**src/rbp_pkg.sv**
```systemverilog
// Constants, register map and carrier types of the receive backplane port.
// Assumes a single 250 MHz APB clock shared with the framer core.
// Summary of operation
// - Serial data leaves as NRZ, on line clock rising edges without elastic store or interleaved backplane.
// - With elastic store or interleaved backplane, data moves on backplane clock.
// - Recovered line clock, 1.544 or 2.048 MHz, is driven out as a pin.
// - Sync pin as input with store: system pulses boundary, port aligns to it.
// - T1 frame pulses on sync pin may widen to two periods on signaling frames.
// - In E1 the sync output can mark CAS or CRC-4 multiframes.
// - Sync pin is an input after reset; direction is bit 2 of receive I/O config.
// - Frame pulse mode gives an 8 kHz pulse one line period wide per frame.
// - Multiframe pulse is one line period, or one backplane period with store.
// - In E1 without store the multiframe pulse marks CRC-4 or CAS, chosen by config bit 1.
// - Signaling bits leave in PCM form, timed like the serial data.
// - First alarm pin shows analog loss, framer loss or freeze, per global config.
// - Framer loss selection goes high on framer loss or on signaling freeze.
// - Frame loss selection of second alarm is high while the synchronizer searches.
// - Clock loss selection goes high after about three missing transmit clock periods.
// - Sync input accepts an H.100 style frame sync pulse.
package rbp_pkg;

  localparam int unsigned CLK_PERIOD_PS = 4000;

  // Three periods of the slowest transmit line clock, 1.544 MHz
  localparam int unsigned XCLK_LOSS_NS = 1943;
  localparam int unsigned XCLK_LOSS_CYC = (XCLK_LOSS_NS * 1000) / CLK_PERIOD_PS;
  localparam int unsigned XCLK_CNT_W = 10;

  // Register byte offsets
  localparam logic [7:0] REG_RECV_IO_CONFIG = 8'h00;
  localparam logic [7:0] REG_GLOBAL_CLOCK_CONFIG = 8'h04;
  localparam logic [7:0] REG_PORT_CONTROL = 8'h08;
  localparam logic [7:0] REG_PORT_STATUS = 8'h0c;

  // Receive I/O config fields
  localparam int unsigned BIT_E1_MULTIFRAME_SEL = 1;
  localparam int unsigned BIT_SYNC_DIRECTION_SEL = 2;
  localparam int unsigned BIT_SYNC_WIDE = 3;
  localparam logic [3:0] RECV_IO_CONFIG_RST = 4'h0;

  // Global clock config fields: first alarm pin source
  localparam int unsigned ALARM1_LSB = 0;
  localparam logic [1:0] ALARM1_ANALOG = 2'h0;
  localparam logic [1:0] ALARM1_FRAMER = 2'h1;
  localparam logic [1:0] ALARM1_FREEZE = 2'h2;
  localparam logic [1:0] GLOBAL_CLOCK_CONFIG_RST = 2'h0;

  // Port control fields
  localparam int unsigned BIT_ELASTIC_EN = 0;
  localparam int unsigned BIT_INTERLEAVED = 1;
  localparam int unsigned BIT_E1_MODE = 2;
  localparam int unsigned BIT_MULTIFRAME_MODE = 3;
  localparam int unsigned BIT_ALARM2_CLOCK = 4;
  localparam logic [4:0] PORT_CONTROL_RST = 5'h00;

  // Port status fields
  localparam int unsigned BIT_ST_SYNC_PIN = 0;
  localparam int unsigned BIT_ST_ANALOG_LOSS = 1;
  localparam int unsigned BIT_ST_XCLK_LOSS = 2;
  localparam int unsigned BIT_ST_SEARCHING = 3;

  // Framer side, valid on each line clock tick
  typedef struct packed {
    logic data_bit;
    logic sig_bit;
    logic frame_start;
    logic sig_frame;
    logic mf_cas;
    logic mf_crc4;
  } rbp_line_t;

  // Elastic store side, valid on each backplane clock tick
  typedef struct packed {
    logic data_bit;
    logic sig_bit;
    logic mf_start;
  } rbp_sys_t;

  // Framer state flags
  typedef struct packed {
    logic framer_los;
    logic sig_freeze;
    logic searching;
  } rbp_alarm_t;

endpackage

```
**src/rbp_port.sv**
```systemverilog
// Receive backplane port: output timing, sync pin, alarm pins, APB registers.
// Framer, elastic store and alarm flags arrive on pclk; clock pins and the
// analog loss flag are asynchronous and pass two flip-flops first.
//
// The register addresses and the APB register port are this design's own decisions.
`timescale 1ns/10ps
module rbp_port
  import rbp_pkg::*;
(
  input wire logic pclk, // 250 MHz system clock
  input wire logic presetn, // Async reset, active low
  input wire logic psel, // APB select
  input wire logic penable, // APB access phase
  input wire logic pwrite, // APB write
  input wire logic [7:0] paddr, // APB byte address
  input wire logic [31:0] pwdata, // APB write data
  output logic [31:0] prdata, // APB read data
  output logic pready, // APB ready
  output logic pslverr, // APB error on unmapped address
  input wire logic line_clock_pin, // Recovered clock from line front end
  input wire logic recv_backplane_clock, // System backplane clock pin
  input wire logic xmit_line_clock, // Transmit line clock pin
  input wire logic analog_loss_pin, // Loss flag from line front end
  input wire rbp_line_t line_in, // Framer outputs
  input wire rbp_sys_t sys_in, // Elastic store outputs
  input wire rbp_alarm_t alarm_in, // Framer state flags
  output logic line_tick, // Line clock rising edge, one cycle
  output logic sys_tick, // Backplane clock rising edge, one cycle
  output logic sys_align, // Backplane alignment request, held until the next backplane tick
  output logic recv_line_clock, // Recovered line clock out
  output logic recv_serial_out, // NRZ receive data
  output logic recv_signaling_out, // PCM signaling bits
  output logic recv_frame_pulse, // Frame or multiframe pulse
  input wire logic recv_sync_io_i, // Sync pin level
  output logic recv_sync_io_o, // Sync pin drive value
  output logic recv_sync_io_oe, // Sync pin drive enable
  output logic alarm1_ind, // Analog, framer loss or freeze
  output logic alarm2_ind // Frame loss or transmit clock loss
);

  logic [3:0] recv_io_config_q;
  logic [1:0] global_clock_config_q;
  logic [4:0] port_control_q;
  logic [2:0] line_sync_q;
  logic [2:0] sys_sync_q;
  logic [2:0] xclk_sync_q;
  logic [1:0] sync_pin_q;
  logic sync_pin_prev_q;
  logic [1:0] aloss_q;
  logic line_tick_q;
  logic sys_tick_q;
  logic sys_align_q;
  logic line_clock_q;
  logic serial_q;
  logic signaling_q;
  logic frame_pulse_q;
  logic sync_o_q;
  logic sync_oe_q;
  logic wide_pend_q;
  logic alarm1_q;
  logic alarm2_q;
  logic xclk_loss_q;
  logic [XCLK_CNT_W-1:0] xclk_cnt_q;
  logic [31:0] prdata_q;
  logic pready_q;
  logic pslverr_q;

  logic elastic_en;
  logic sys_timed;
  logic e1_mode;
  logic mf_mode;
  logic line_mf;
  logic line_rise;
  logic sys_rise;
  logic xclk_edge;
  logic sync_out_dir;
  logic setup_ph;
  logic wr_access;
  logic [31:0] rd_word;
  logic rd_hit;

  assign elastic_en = port_control_q[BIT_ELASTIC_EN];
  assign sys_timed = elastic_en | port_control_q[BIT_INTERLEAVED];
  assign e1_mode = port_control_q[BIT_E1_MODE];
  assign mf_mode = port_control_q[BIT_MULTIFRAME_MODE];
  assign sync_out_dir = recv_io_config_q[BIT_SYNC_DIRECTION_SEL];
  assign line_mf = e1_mode ?
    (recv_io_config_q[BIT_E1_MULTIFRAME_SEL] ? line_in.mf_cas :
     line_in.mf_crc4) : line_in.mf_cas;

  // Pin synchronisers; only stage 1 onward feeds logic
  always_ff @(posedge pclk or negedge presetn) begin
    if (!presetn) begin
      line_sync_q <= 3'h0;
      sys_sync_q <= 3'h0;
      xclk_sync_q <= 3'h0;
      sync_pin_q <= 2'h0;
      sync_pin_prev_q <= 1'b0;
      aloss_q <= 2'h0;
    end else begin
      line_sync_q <= {line_sync_q[1:0], line_clock_pin};
      sys_sync_q <= {sys_sync_q[1:0], recv_backplane_clock};
      xclk_sync_q <= {xclk_sync_q[1:0], xmit_line_clock};
      sync_pin_q <= {sync_pin_q[0], recv_sync_io_i};
      sync_pin_prev_q <= sync_pin_q[1];
      aloss_q <= {aloss_q[0], analog_loss_pin};
    end
  end

  assign line_rise = line_sync_q[1] & ~line_sync_q[2];
  assign sys_rise = sys_sync_q[1] & ~sys_sync_q[2];
  assign xclk_edge = xclk_sync_q[1] ^ xclk_sync_q[2];

  // Tick strobes and the line clock echo
  always_ff @(posedge pclk or negedge presetn) begin
    if (!presetn) begin
      line_tick_q <= 1'b0;
      sys_tick_q <= 1'b0;
      line_clock_q <= 1'b0;
    end else begin
      line_tick_q <= line_rise;
      sys_tick_q <= sys_rise;
      line_clock_q <= line_sync_q[1];
    end
  end

  // Data and signaling, timed by the line or the backplane clock
  always_ff @(posedge pclk or negedge presetn) begin
    if (!presetn) begin
      serial_q <= 1'b0;
      signaling_q <= 1'b0;
    end else if (sys_timed) begin
      if (sys_rise) begin
        serial_q <= sys_in.data_bit;
        signaling_q <= sys_in.sig_bit;
      end
    end else if (line_rise) begin
      serial_q <= line_in.data_bit;
      signaling_q <= line_in.sig_bit;
    end
  end

  // Frame or multiframe pulse; it lasts until the next tick of its clock
  always_ff @(posedge pclk or negedge presetn) begin
    if (!presetn) begin
      frame_pulse_q <= 1'b0;
    end else if (mf_mode && elastic_en) begin
      if (sys_rise) begin
        frame_pulse_q <= sys_in.mf_start;
      end
    end else if (line_rise) begin
      frame_pulse_q <= mf_mode ? line_mf : line_in.frame_start;
    end
  end

  // Sync pin: input unless the direction bit is set
  always_ff @(posedge pclk or negedge presetn) begin
    if (!presetn) begin
      sync_oe_q <= 1'b0;
      sync_o_q <= 1'b0;
      wide_pend_q <= 1'b0;
    end else begin
      sync_oe_q <= sync_out_dir;
      if (!sync_out_dir) begin
        sync_o_q <= 1'b0;
        wide_pend_q <= 1'b0;
      end else if (mf_mode && elastic_en) begin
        wide_pend_q <= 1'b0;
        if (sys_rise) begin
          sync_o_q <= sys_in.mf_start;
        end
      end else if (line_rise) begin
        if (mf_mode) begin
          sync_o_q <= line_mf;
          wide_pend_q <= 1'b0;
        end else if (line_in.frame_start) begin
          sync_o_q <= 1'b1;
          // Second period only on T1 signaling frames
          wide_pend_q <= recv_io_config_q[BIT_SYNC_WIDE] & ~e1_mode &
                         line_in.sig_frame;
        end else begin
          sync_o_q <= wide_pend_q;
          wide_pend_q <= 1'b0;
        end
      end
    end
  end

  // Boundary pulse in from the system: rising edge sets the request, next backplane tick clears it.
  // A level-style H.100 strobe works too since only its edge is used.
  always_ff @(posedge pclk or negedge presetn) begin
    if (!presetn) begin
      sys_align_q <= 1'b0;
    end else if (!sync_out_dir && elastic_en) begin
      if (sync_pin_q[1] && !sync_pin_prev_q) begin
        sys_align_q <= 1'b1;
      end else if (sys_tick_q) begin
        sys_align_q <= 1'b0;
      end
    end else begin
      sys_align_q <= 1'b0;
    end
  end

  // Transmit clock watchdog counts pclk cycles between edges
  always_ff @(posedge pclk or negedge presetn) begin
    if (!presetn) begin
      xclk_cnt_q <= '0;
      xclk_loss_q <= 1'b0;
    end else if (xclk_edge) begin
      xclk_cnt_q <= '0;
      xclk_loss_q <= 1'b0;
    end else if (xclk_cnt_q >= XCLK_CNT_W'(XCLK_LOSS_CYC)) begin
      xclk_loss_q <= 1'b1;
    end else begin
      xclk_cnt_q <= xclk_cnt_q + 1'b1;
    end
  end

  // Alarm pins re-registered so a select change cannot glitch them
  always_ff @(posedge pclk or negedge presetn) begin
    if (!presetn) begin
      alarm1_q <= 1'b0;
      alarm2_q <= 1'b0;
    end else begin
      case (global_clock_config_q)
        ALARM1_ANALOG: alarm1_q <= aloss_q[1];
        ALARM1_FRAMER: begin
          alarm1_q <= alarm_in.framer_los | alarm_in.sig_freeze;
        end
        ALARM1_FREEZE: alarm1_q <= alarm_in.sig_freeze;
        default: alarm1_q <= 1'b0;
      endcase
      if (port_control_q[BIT_ALARM2_CLOCK]) begin
        alarm2_q <= xclk_loss_q;
      end else begin
        alarm2_q <= alarm_in.searching;
      end
    end
  end

  // APB slave: one setup cycle, then access with pready already high
  assign setup_ph = psel & ~penable;
  assign wr_access = psel & penable & pwrite & pready_q & ~pslverr_q;

  always_comb begin
    rd_word = 32'h0000_0000;
    rd_hit = 1'b1;
    if (paddr == REG_RECV_IO_CONFIG) begin
      rd_word[3:0] = recv_io_config_q;
    end else if (paddr == REG_GLOBAL_CLOCK_CONFIG) begin
      rd_word[1:0] = global_clock_config_q;
    end else if (paddr == REG_PORT_CONTROL) begin
      rd_word[4:0] = port_control_q;
    end else if (paddr == REG_PORT_STATUS) begin
      rd_word[BIT_ST_SYNC_PIN] = sync_pin_q[1];
      rd_word[BIT_ST_ANALOG_LOSS] = aloss_q[1];
      rd_word[BIT_ST_XCLK_LOSS] = xclk_loss_q;
      rd_word[BIT_ST_SEARCHING] = alarm_in.searching;
    end else begin
      rd_hit = 1'b0;
    end
  end

  always_ff @(posedge pclk or negedge presetn) begin
    if (!presetn) begin
      pready_q <= 1'b0;
      pslverr_q <= 1'b0;
      prdata_q <= 32'h0000_0000;
    end else begin
      pready_q <= setup_ph;
      pslverr_q <= setup_ph & ~rd_hit;
      if (setup_ph && !pwrite) begin
        prdata_q <= rd_word;
      end
    end
  end

  always_ff @(posedge pclk or negedge presetn) begin
    if (!presetn) begin
      recv_io_config_q <= RECV_IO_CONFIG_RST;
      global_clock_config_q <= GLOBAL_CLOCK_CONFIG_RST;
      port_control_q <= PORT_CONTROL_RST;
    end else if (wr_access) begin
      if (paddr == REG_RECV_IO_CONFIG) begin
        recv_io_config_q <= pwdata[3:0];
      end else if (paddr == REG_GLOBAL_CLOCK_CONFIG) begin
        global_clock_config_q <= pwdata[1:0];
      end else if (paddr == REG_PORT_CONTROL) begin
        port_control_q <= pwdata[4:0];
      end
    end
  end

  assign prdata = prdata_q;
  assign pready = pready_q;
  assign pslverr = pslverr_q;
  assign line_tick = line_tick_q;
  assign sys_tick = sys_tick_q;
  assign sys_align = sys_align_q;
  assign recv_line_clock = line_clock_q;
  assign recv_serial_out = serial_q;
  assign recv_signaling_out = signaling_q;
  assign recv_frame_pulse = frame_pulse_q;
  assign recv_sync_io_o = sync_o_q;
  assign recv_sync_io_oe = sync_oe_q;
  assign alarm1_ind = alarm1_q;
  assign alarm2_ind = alarm2_q;

endmodule

```
**config.mk**
```make
export PLATFORM = sky130hd
export DESIGN_NAME = rbp_port
export DESIGN_NICKNAME = d
export VERILOG_FILES = /design/src/rbp_pkg.sv /design/src/rbp_port.sv
export SDC_FILE = /design/constraint.sdc
export NUM_CORES = 1
export LEC_CHECK = 0
export BUFFER_PORTS_ARGS = -buffer_cell sky130_fd_sc_hd__buf_2
export CORE_ASPECT_RATIO = 1.2
export CORE_MARGIN = 4
export CORE_UTILIZATION = 40
export DETAILED_ROUTE_END_ITERATION = 10
export HOLD_SLACK_MARGIN = 0.15
export PLACE_DENSITY = 0.73
export SYNTH_ARGS = -nofsm -noshare
export SYNTH_HDL_FRONTEND = slang
export SYNTH_SLANG_ARGS = --single-unit
```
**constraint.sdc**
```tcl
create_clock -name pclk -period 4.23 [get_ports pclk]
set_input_delay 0.846 -clock pclk [delete_from_list [all_inputs] [get_ports pclk]]
set_output_delay 0.846 -clock pclk [all_outputs]
set_load 0.05 [all_outputs]
```
---- Word level (Yosys, flattened, before mapping) ----
Cells that the tools add are included.
W data, S select, Z words.
operators by class
  equal/unequal tests ..................... 11
  add/sub/neg operators ................... 1
  muxes and demuxes ....................... 42
  bitwise gates (word level) .............. 21
  reduce and logical (&&, ||, !) cells .... 18
  magnitude comparators ................... 1
operator list
  kind                     count
  $mux W1                  34
  $mux W10                 2
  $eq A8 B4 Y1 const B     2
  $mux W4                  3
  $add A10 B1 Y10 const B  1
  $and A1 B1 Y1            10
  $ge A10 B9 Y1 const B    1
  $eq A8 B3 Y1 const B     1
  $logic_not A8 Y1         1
  $not A1 Y1               8
  $reduce_and A2 Y1        4
  $reduce_bool A2 Y1       3
  $logic_and A1 B1 Y1      4
  $ne A2 B2 Y1 const B     2
  $reduce_and A4 Y1        1
  $logic_not A1 Y1         3
  $mux W3                  1
  $ne A3 B1 Y1 const B     1
  $ne A3 B2 Y1 const B     1
  $ne A3 B3 Y1 const B     1
  $pmux W1 S3              1
  $reduce_and A3 Y1        1
  $eq A2 B1 Y1 const B     1
  $eq A2 B2 Y1 const B     1
  other kinds (5)          6
word-level totals
  register bits ........................... 55

---- Depth between registers and ports, before layout ----
  depth after elaboration ................. 8
  gate-level depth with buffers ........... 6

---- Worst setup path after synthesis ----
Ideal clock, no wire load.
  kind .................................... input port to flip-flop
  start ................................... input paddr[2]
  end ..................................... register port_control_q[0]
  stages .................................. 5
  path slack .............................. 2.279 ns
  library setup time ...................... 0.125 ns
  buffers on the path ..................... 2
  arrival ................................. 1.825 ns
  required time ........................... 4.105 ns
  cells stage by stage .................... buf_6 nor4b_2 and4_1 buf_6 mux2_4
on the way
  longest elaborated chain between the ends .. 3
ends and longest elaborated chain
  element                                                  RTL line                          RTL
  start, declared                                          rbp_port.sv:15                    input wire logic [7:0] paddr,
  $eq A8 B3 Y1 / $logic_not A8 Y1 (equally long branches)  rbp_port.sv:287, rbp_port.sv:285
  $not A1 Y1 (no line)                                     n/a
  $reduce_and A4 Y1 (no line) (*)                          n/a
  end signal, assigned                                     rbp_port.sv:290                   port_control_q <= pwdata[4:0];
  end, declared                                            rbp_port.sv:43                    logic [4:0] port_control_q;
Mark *: on every way between the ends. The rest lies on a longest branch, timed or not.
A chain may end at the register's enable or synchronous reset.

---- Worst setup path in the final report ----
  start ................................... input paddr[5]
  end ..................................... register global_clock_config_q[0]
on the way
  longest elaborated chain between the ends .. 3
ends and longest elaborated chain
  element                          RTL line         RTL
  $logic_not A8 Y1                 rbp_port.sv:285  if (paddr == REG_RECV_IO_CONFIG) begin
  $not A1 Y1 (no line)             n/a
  $reduce_and A3 Y1 (no line) (*)  n/a
  end signal, assigned             rbp_port.sv:288  global_clock_config_q <= pwdata[1:0];
  end, declared                    rbp_port.sv:42   logic [1:0] global_clock_config_q;
Marks and branches as above.

==> impl_metrics.sql <==
INSERT INTO impl_metrics (metric_group, metric, value, unit) VALUES
('outcome', 'run_status', 'finished clean', ''),
('clock_tree', 'clk_root_buffer_cell', 'clkbuf_8', ''),
('timing', 'fin_skew', '0.007467', 'ns'),
('timing', 'final_min_period_over_clock_period', '44.10', '%'),
('min_path', 'min-delay-path-class', 'reg2reg', ''),
('worst_setup_path', 'timing.critical_path.required', '4.43', 'ns'),
('floorplan', 'design.portCount', '107', ''),
('worst_setup_path', 'worst_setup_path_end_kind', 'register', ''),
('power', 'power_density', '364.0', 'nW/um^2'),
('place', 'routabilityCongestion', '0.8518', ''),
('yosys', 'synth.distinct_cells', '55', ''),
('floorplan', 'core_area', '6128', 'um^2'),
('clock_tree', 'clock_latency', '0.30', 'ns'),
('clock_tree', 'cts_post_setup_buffers_inserted', '0', ''),
('worst_setup_path', 'worst_setup_path_start_kind', 'input pin', ''),
('yosys', 'syn_area_per_cell', '12.06', 'um^2'),
('yosys', 'asyncSetResetFlopFracSynth', '100.0', '%'),
('global_route', 'grt_overflow', '0', ''),
('clock_tree', 'tritoncts_clock_tree', 'built', ''),
('place', 'dp_hpwl', '3641', 'um'),
('global_route', 'global_route_wire_length_before_repair', '7362', 'um'),
('clock_tree', 'cts-resized-gates', '0', ''),
('detailed_routing', 'dr.pass1.iters', '4', ''),
('clock_tree', 'ctsHoldBuffers', '0', ''),
('min_path', 'min_path_cells', '0', ''),
('power', 'power.combinational.fraction', '16.0', '%'),
('detailed_routing', 'routed_via_density', '4.741', ''),
('detailed_routing', 'drt_iter0_drc', '102', ''),
('cells_and_area', 'diodes', '0', ''),
('timing', 'hold_viol_final', '0', ''),
('yosys', 'yosys.cell_count.top_type', 'dfrtp_1', ''),
('clock_tree', 'ctsHtreeMaxLevel', '2', ''),
('clock_tree', 'cts_inserted_buffers', '5', ''),
('power', 'irDropWorstVdd', '0.1779', 'mV'),
('yosys', 'synth-edff-count', '0', ''),
('yosys', 'post_synth_inst_count', '213', ''),
('detailed_routing', 'final_antenna_net_count', '0', ''),
('yosys', 'synth.area.top_cells', 'dfrtp_1, buf_4, mux2_2', ''),
('power', 'power.share.clock', '32.3', '%'),
('floorplan', 'die_y', '95.79', 'um'),
('yosys', 'synth.top_cell.area_share', '52.61', '%'),
('power', 'intPower', '754.7', 'uW'),
('floorplan', 'chipWidth', '81.16', 'um'),
('place', 'dp.cells', '343', ''),
('timing', 'final_period_minus_worst_setup_slack', '1.865', 'ns'),
('power', 'standby_leakage_power', '0.001431', 'uW'),
('floorplan', 'die_area', '7773', 'um^2'),
('worst_setup_path', 'cp_data_arrival_time', '2.06', 'ns'),
('timing', 'setup_repair_after_global_routing_missed_its_margin', 'no', ''),
('timing', 'clock.fmax', '536.1', 'MHz'),
('timing', 'post-route-worst-setup-slack', '2.365', 'ns'),
('yosys', 'synth_sequential_area_ratio', '52.61', '%'),
('floorplan', 'floorplan.initialDensity', '41.92', '%'),
('cells_and_area', 'final_nets', '333', ''),
('worst_setup_path', 'crit_type', 'in2reg', ''),
('detailed_routing', 'route.detailed.wl_per_inst', '13.14', 'um'),
('yosys', 'netlist.top_cell.by_area', 'dfrtp_1', ''),
('global_route', 'grt_max_degree', '36', ''),
('timing', 'final-setup-viol-count', '0', ''),
('worst_setup_path', 'cp_max_fo', '6', ''),
('timing', 'tightest_slew', '0.7444', 'ns'),
('place', 'pre_cts_slack', '2.036', 'ns'),
('yosys', 'yosysWarningCount', '0', ''),
('cells_and_area', 'n_fill_cell', '570', ''),
('cells_and_area', 'post_route_cells_drive_above_1_share', '31.97', '%'),
('timing', 'sum_of_negative_setup_slack', '0', 'ns'),
('clock_tree', 'cts.reportedPaths.clkPinSlew', '0.09', 'ns'),
('power', 'power_switching_share', '28.88', '%'),
('floorplan', 'rows', '31', ''),
('power', 'p_seq_share', '51.7', '%'),
('worst_setup_path', 'reg2reg_depth', '5', '');
==> metal layers <==
layer | wire, um | up-vias | GRT usage [%]
li1 | - | 802 | -
met3 | 312 | 4 | 3.277
met2 | 2404 | 49 | 22.60
met5 | 0 | - | 0
met4 | 29 | 0 | 3.239
met1 | 1867 | 809 | 13.82
==> critical path, stage by stage <==
cell and delay (ns):
buf_2 0.10, nor4_2 0.29, nand2_1 0.23, nor2_1 0.24, mux2_2 0.35
==> through the flow <==
stage	utilization (%)	cell area (um^2)	power, uW	hold slack [ns]
4_1_cts	47.57	2915	1076	0.3596
6_report	47.57	2915	1061	0.3565
5_1_grt	47.57	2915	1109	0.3652
3_5_place_dp	45.73	2803	730.1	0.3379
3_3_place_gp	45.73	2803	726.7	0.3333
2_1_floorplan	-	2666	702.5	0.3312
==> registers in the layout, summed over array words and instances (netlist names), 2 cells and up <==
register	cells
aloss_q	2
global_clock_config_q	2
line_sync_q	2
port_control_q	5
prdata	5
recv_io_config_q	4
sync_pin_q	2
sys_sync_q	3
xclk_cnt_q	10
xclk_sync_q	3
==> logic make-up after synthesis <==
kind of cell,after synthesis,share of synthesized area (%)
simple gates,57,13.49
flops,54,52.61
buf+inv,42,10.72
compound gates,31,9.889
mux,19,9.645
xor+xnor,6,2.046
fa+ha+maj,3,1.461
other cells,1,0.1460
==> path summary, 6_finish.rpt <==
check                                                from                              endpoint  slack [ns]
worst max-delay path                             paddr[5]  global_clock_config_q[0]$_DFFE_PN0P_        2.36
worst min-delay path             xclk_sync_q[0]$_DFF_PN0_              xclk_sync_q[1]$_DFF_PN0_        0.36
worst max register to register  xclk_cnt_q[0]$_DFFE_PN0P_             xclk_cnt_q[3]$_DFFE_PN0P_        2.50
worst min register to register   xclk_sync_q[0]$_DFF_PN0_              xclk_sync_q[1]$_DFF_PN0_        0.36
max in group asynchronous                         presetn                  aloss_q[1]$_DFF_PN0_        2.88
min in group asynchronous                         presetn                 prdata[4]$_DFFE_PN0P_        0.60
==> power by group through the flow <==
| stage | logic (uW) | registers, uW | clock network (uW) |
|---|---|---|---|
| global placement | 169 | 557 | 0 |
| finish | 170 | 548 | 343 |
| global route | 184 | 551 | 374 |
| CTS | 172 | 548 | 356 |
| detailed placement | 172 | 558 | 0 |
| floorplan | 120 | 582 | 0 |
==> cell type report <==
| cell class | instances | area [um^2] | area share [%] |
|---|---|---|---|
| Sequential cell | 54 | 1351 | 46.35 |
| Multi-Input combinational cell | 143 | 1040 | 35.67 |
| Timing Repair Buffer | 53 | 267.8 | 9.185 |
| Tap cell | 82 | 102.6 | 3.519 |
| Clock buffer | 5 | 68.82 | 2.361 |
| Clock inverter | 3 | 43.79 | 1.502 |
| Inverter | 11 | 41.29 | 1.416 |
==> cells in the final DEF, fill, tap and decap left out, types with 2 or more instances in the layout <==
master,n
and3_1,2
o21ai_0,6
nand4b_1,2
inv_1,11
nor2_1,11
clkbuf_8,5
a31oi_1,4
nand2_1,13
xnor2_1,2
mux4_2,2
o22ai_1,2
nand2b_1,4
mux2_4,4
conb_1,27
and4_1,2
dfrtp_1,54
o21ai_1,2
mux2i_1,3
mux2_2,10
and2_1,2
buf_2,52
a22o_1,2
ha_1,3
nand3_1,4
a22oi_1,3
xor2_1,4
nor2b_1,3
Note: power is estimated with default switching activity, not from simulation.
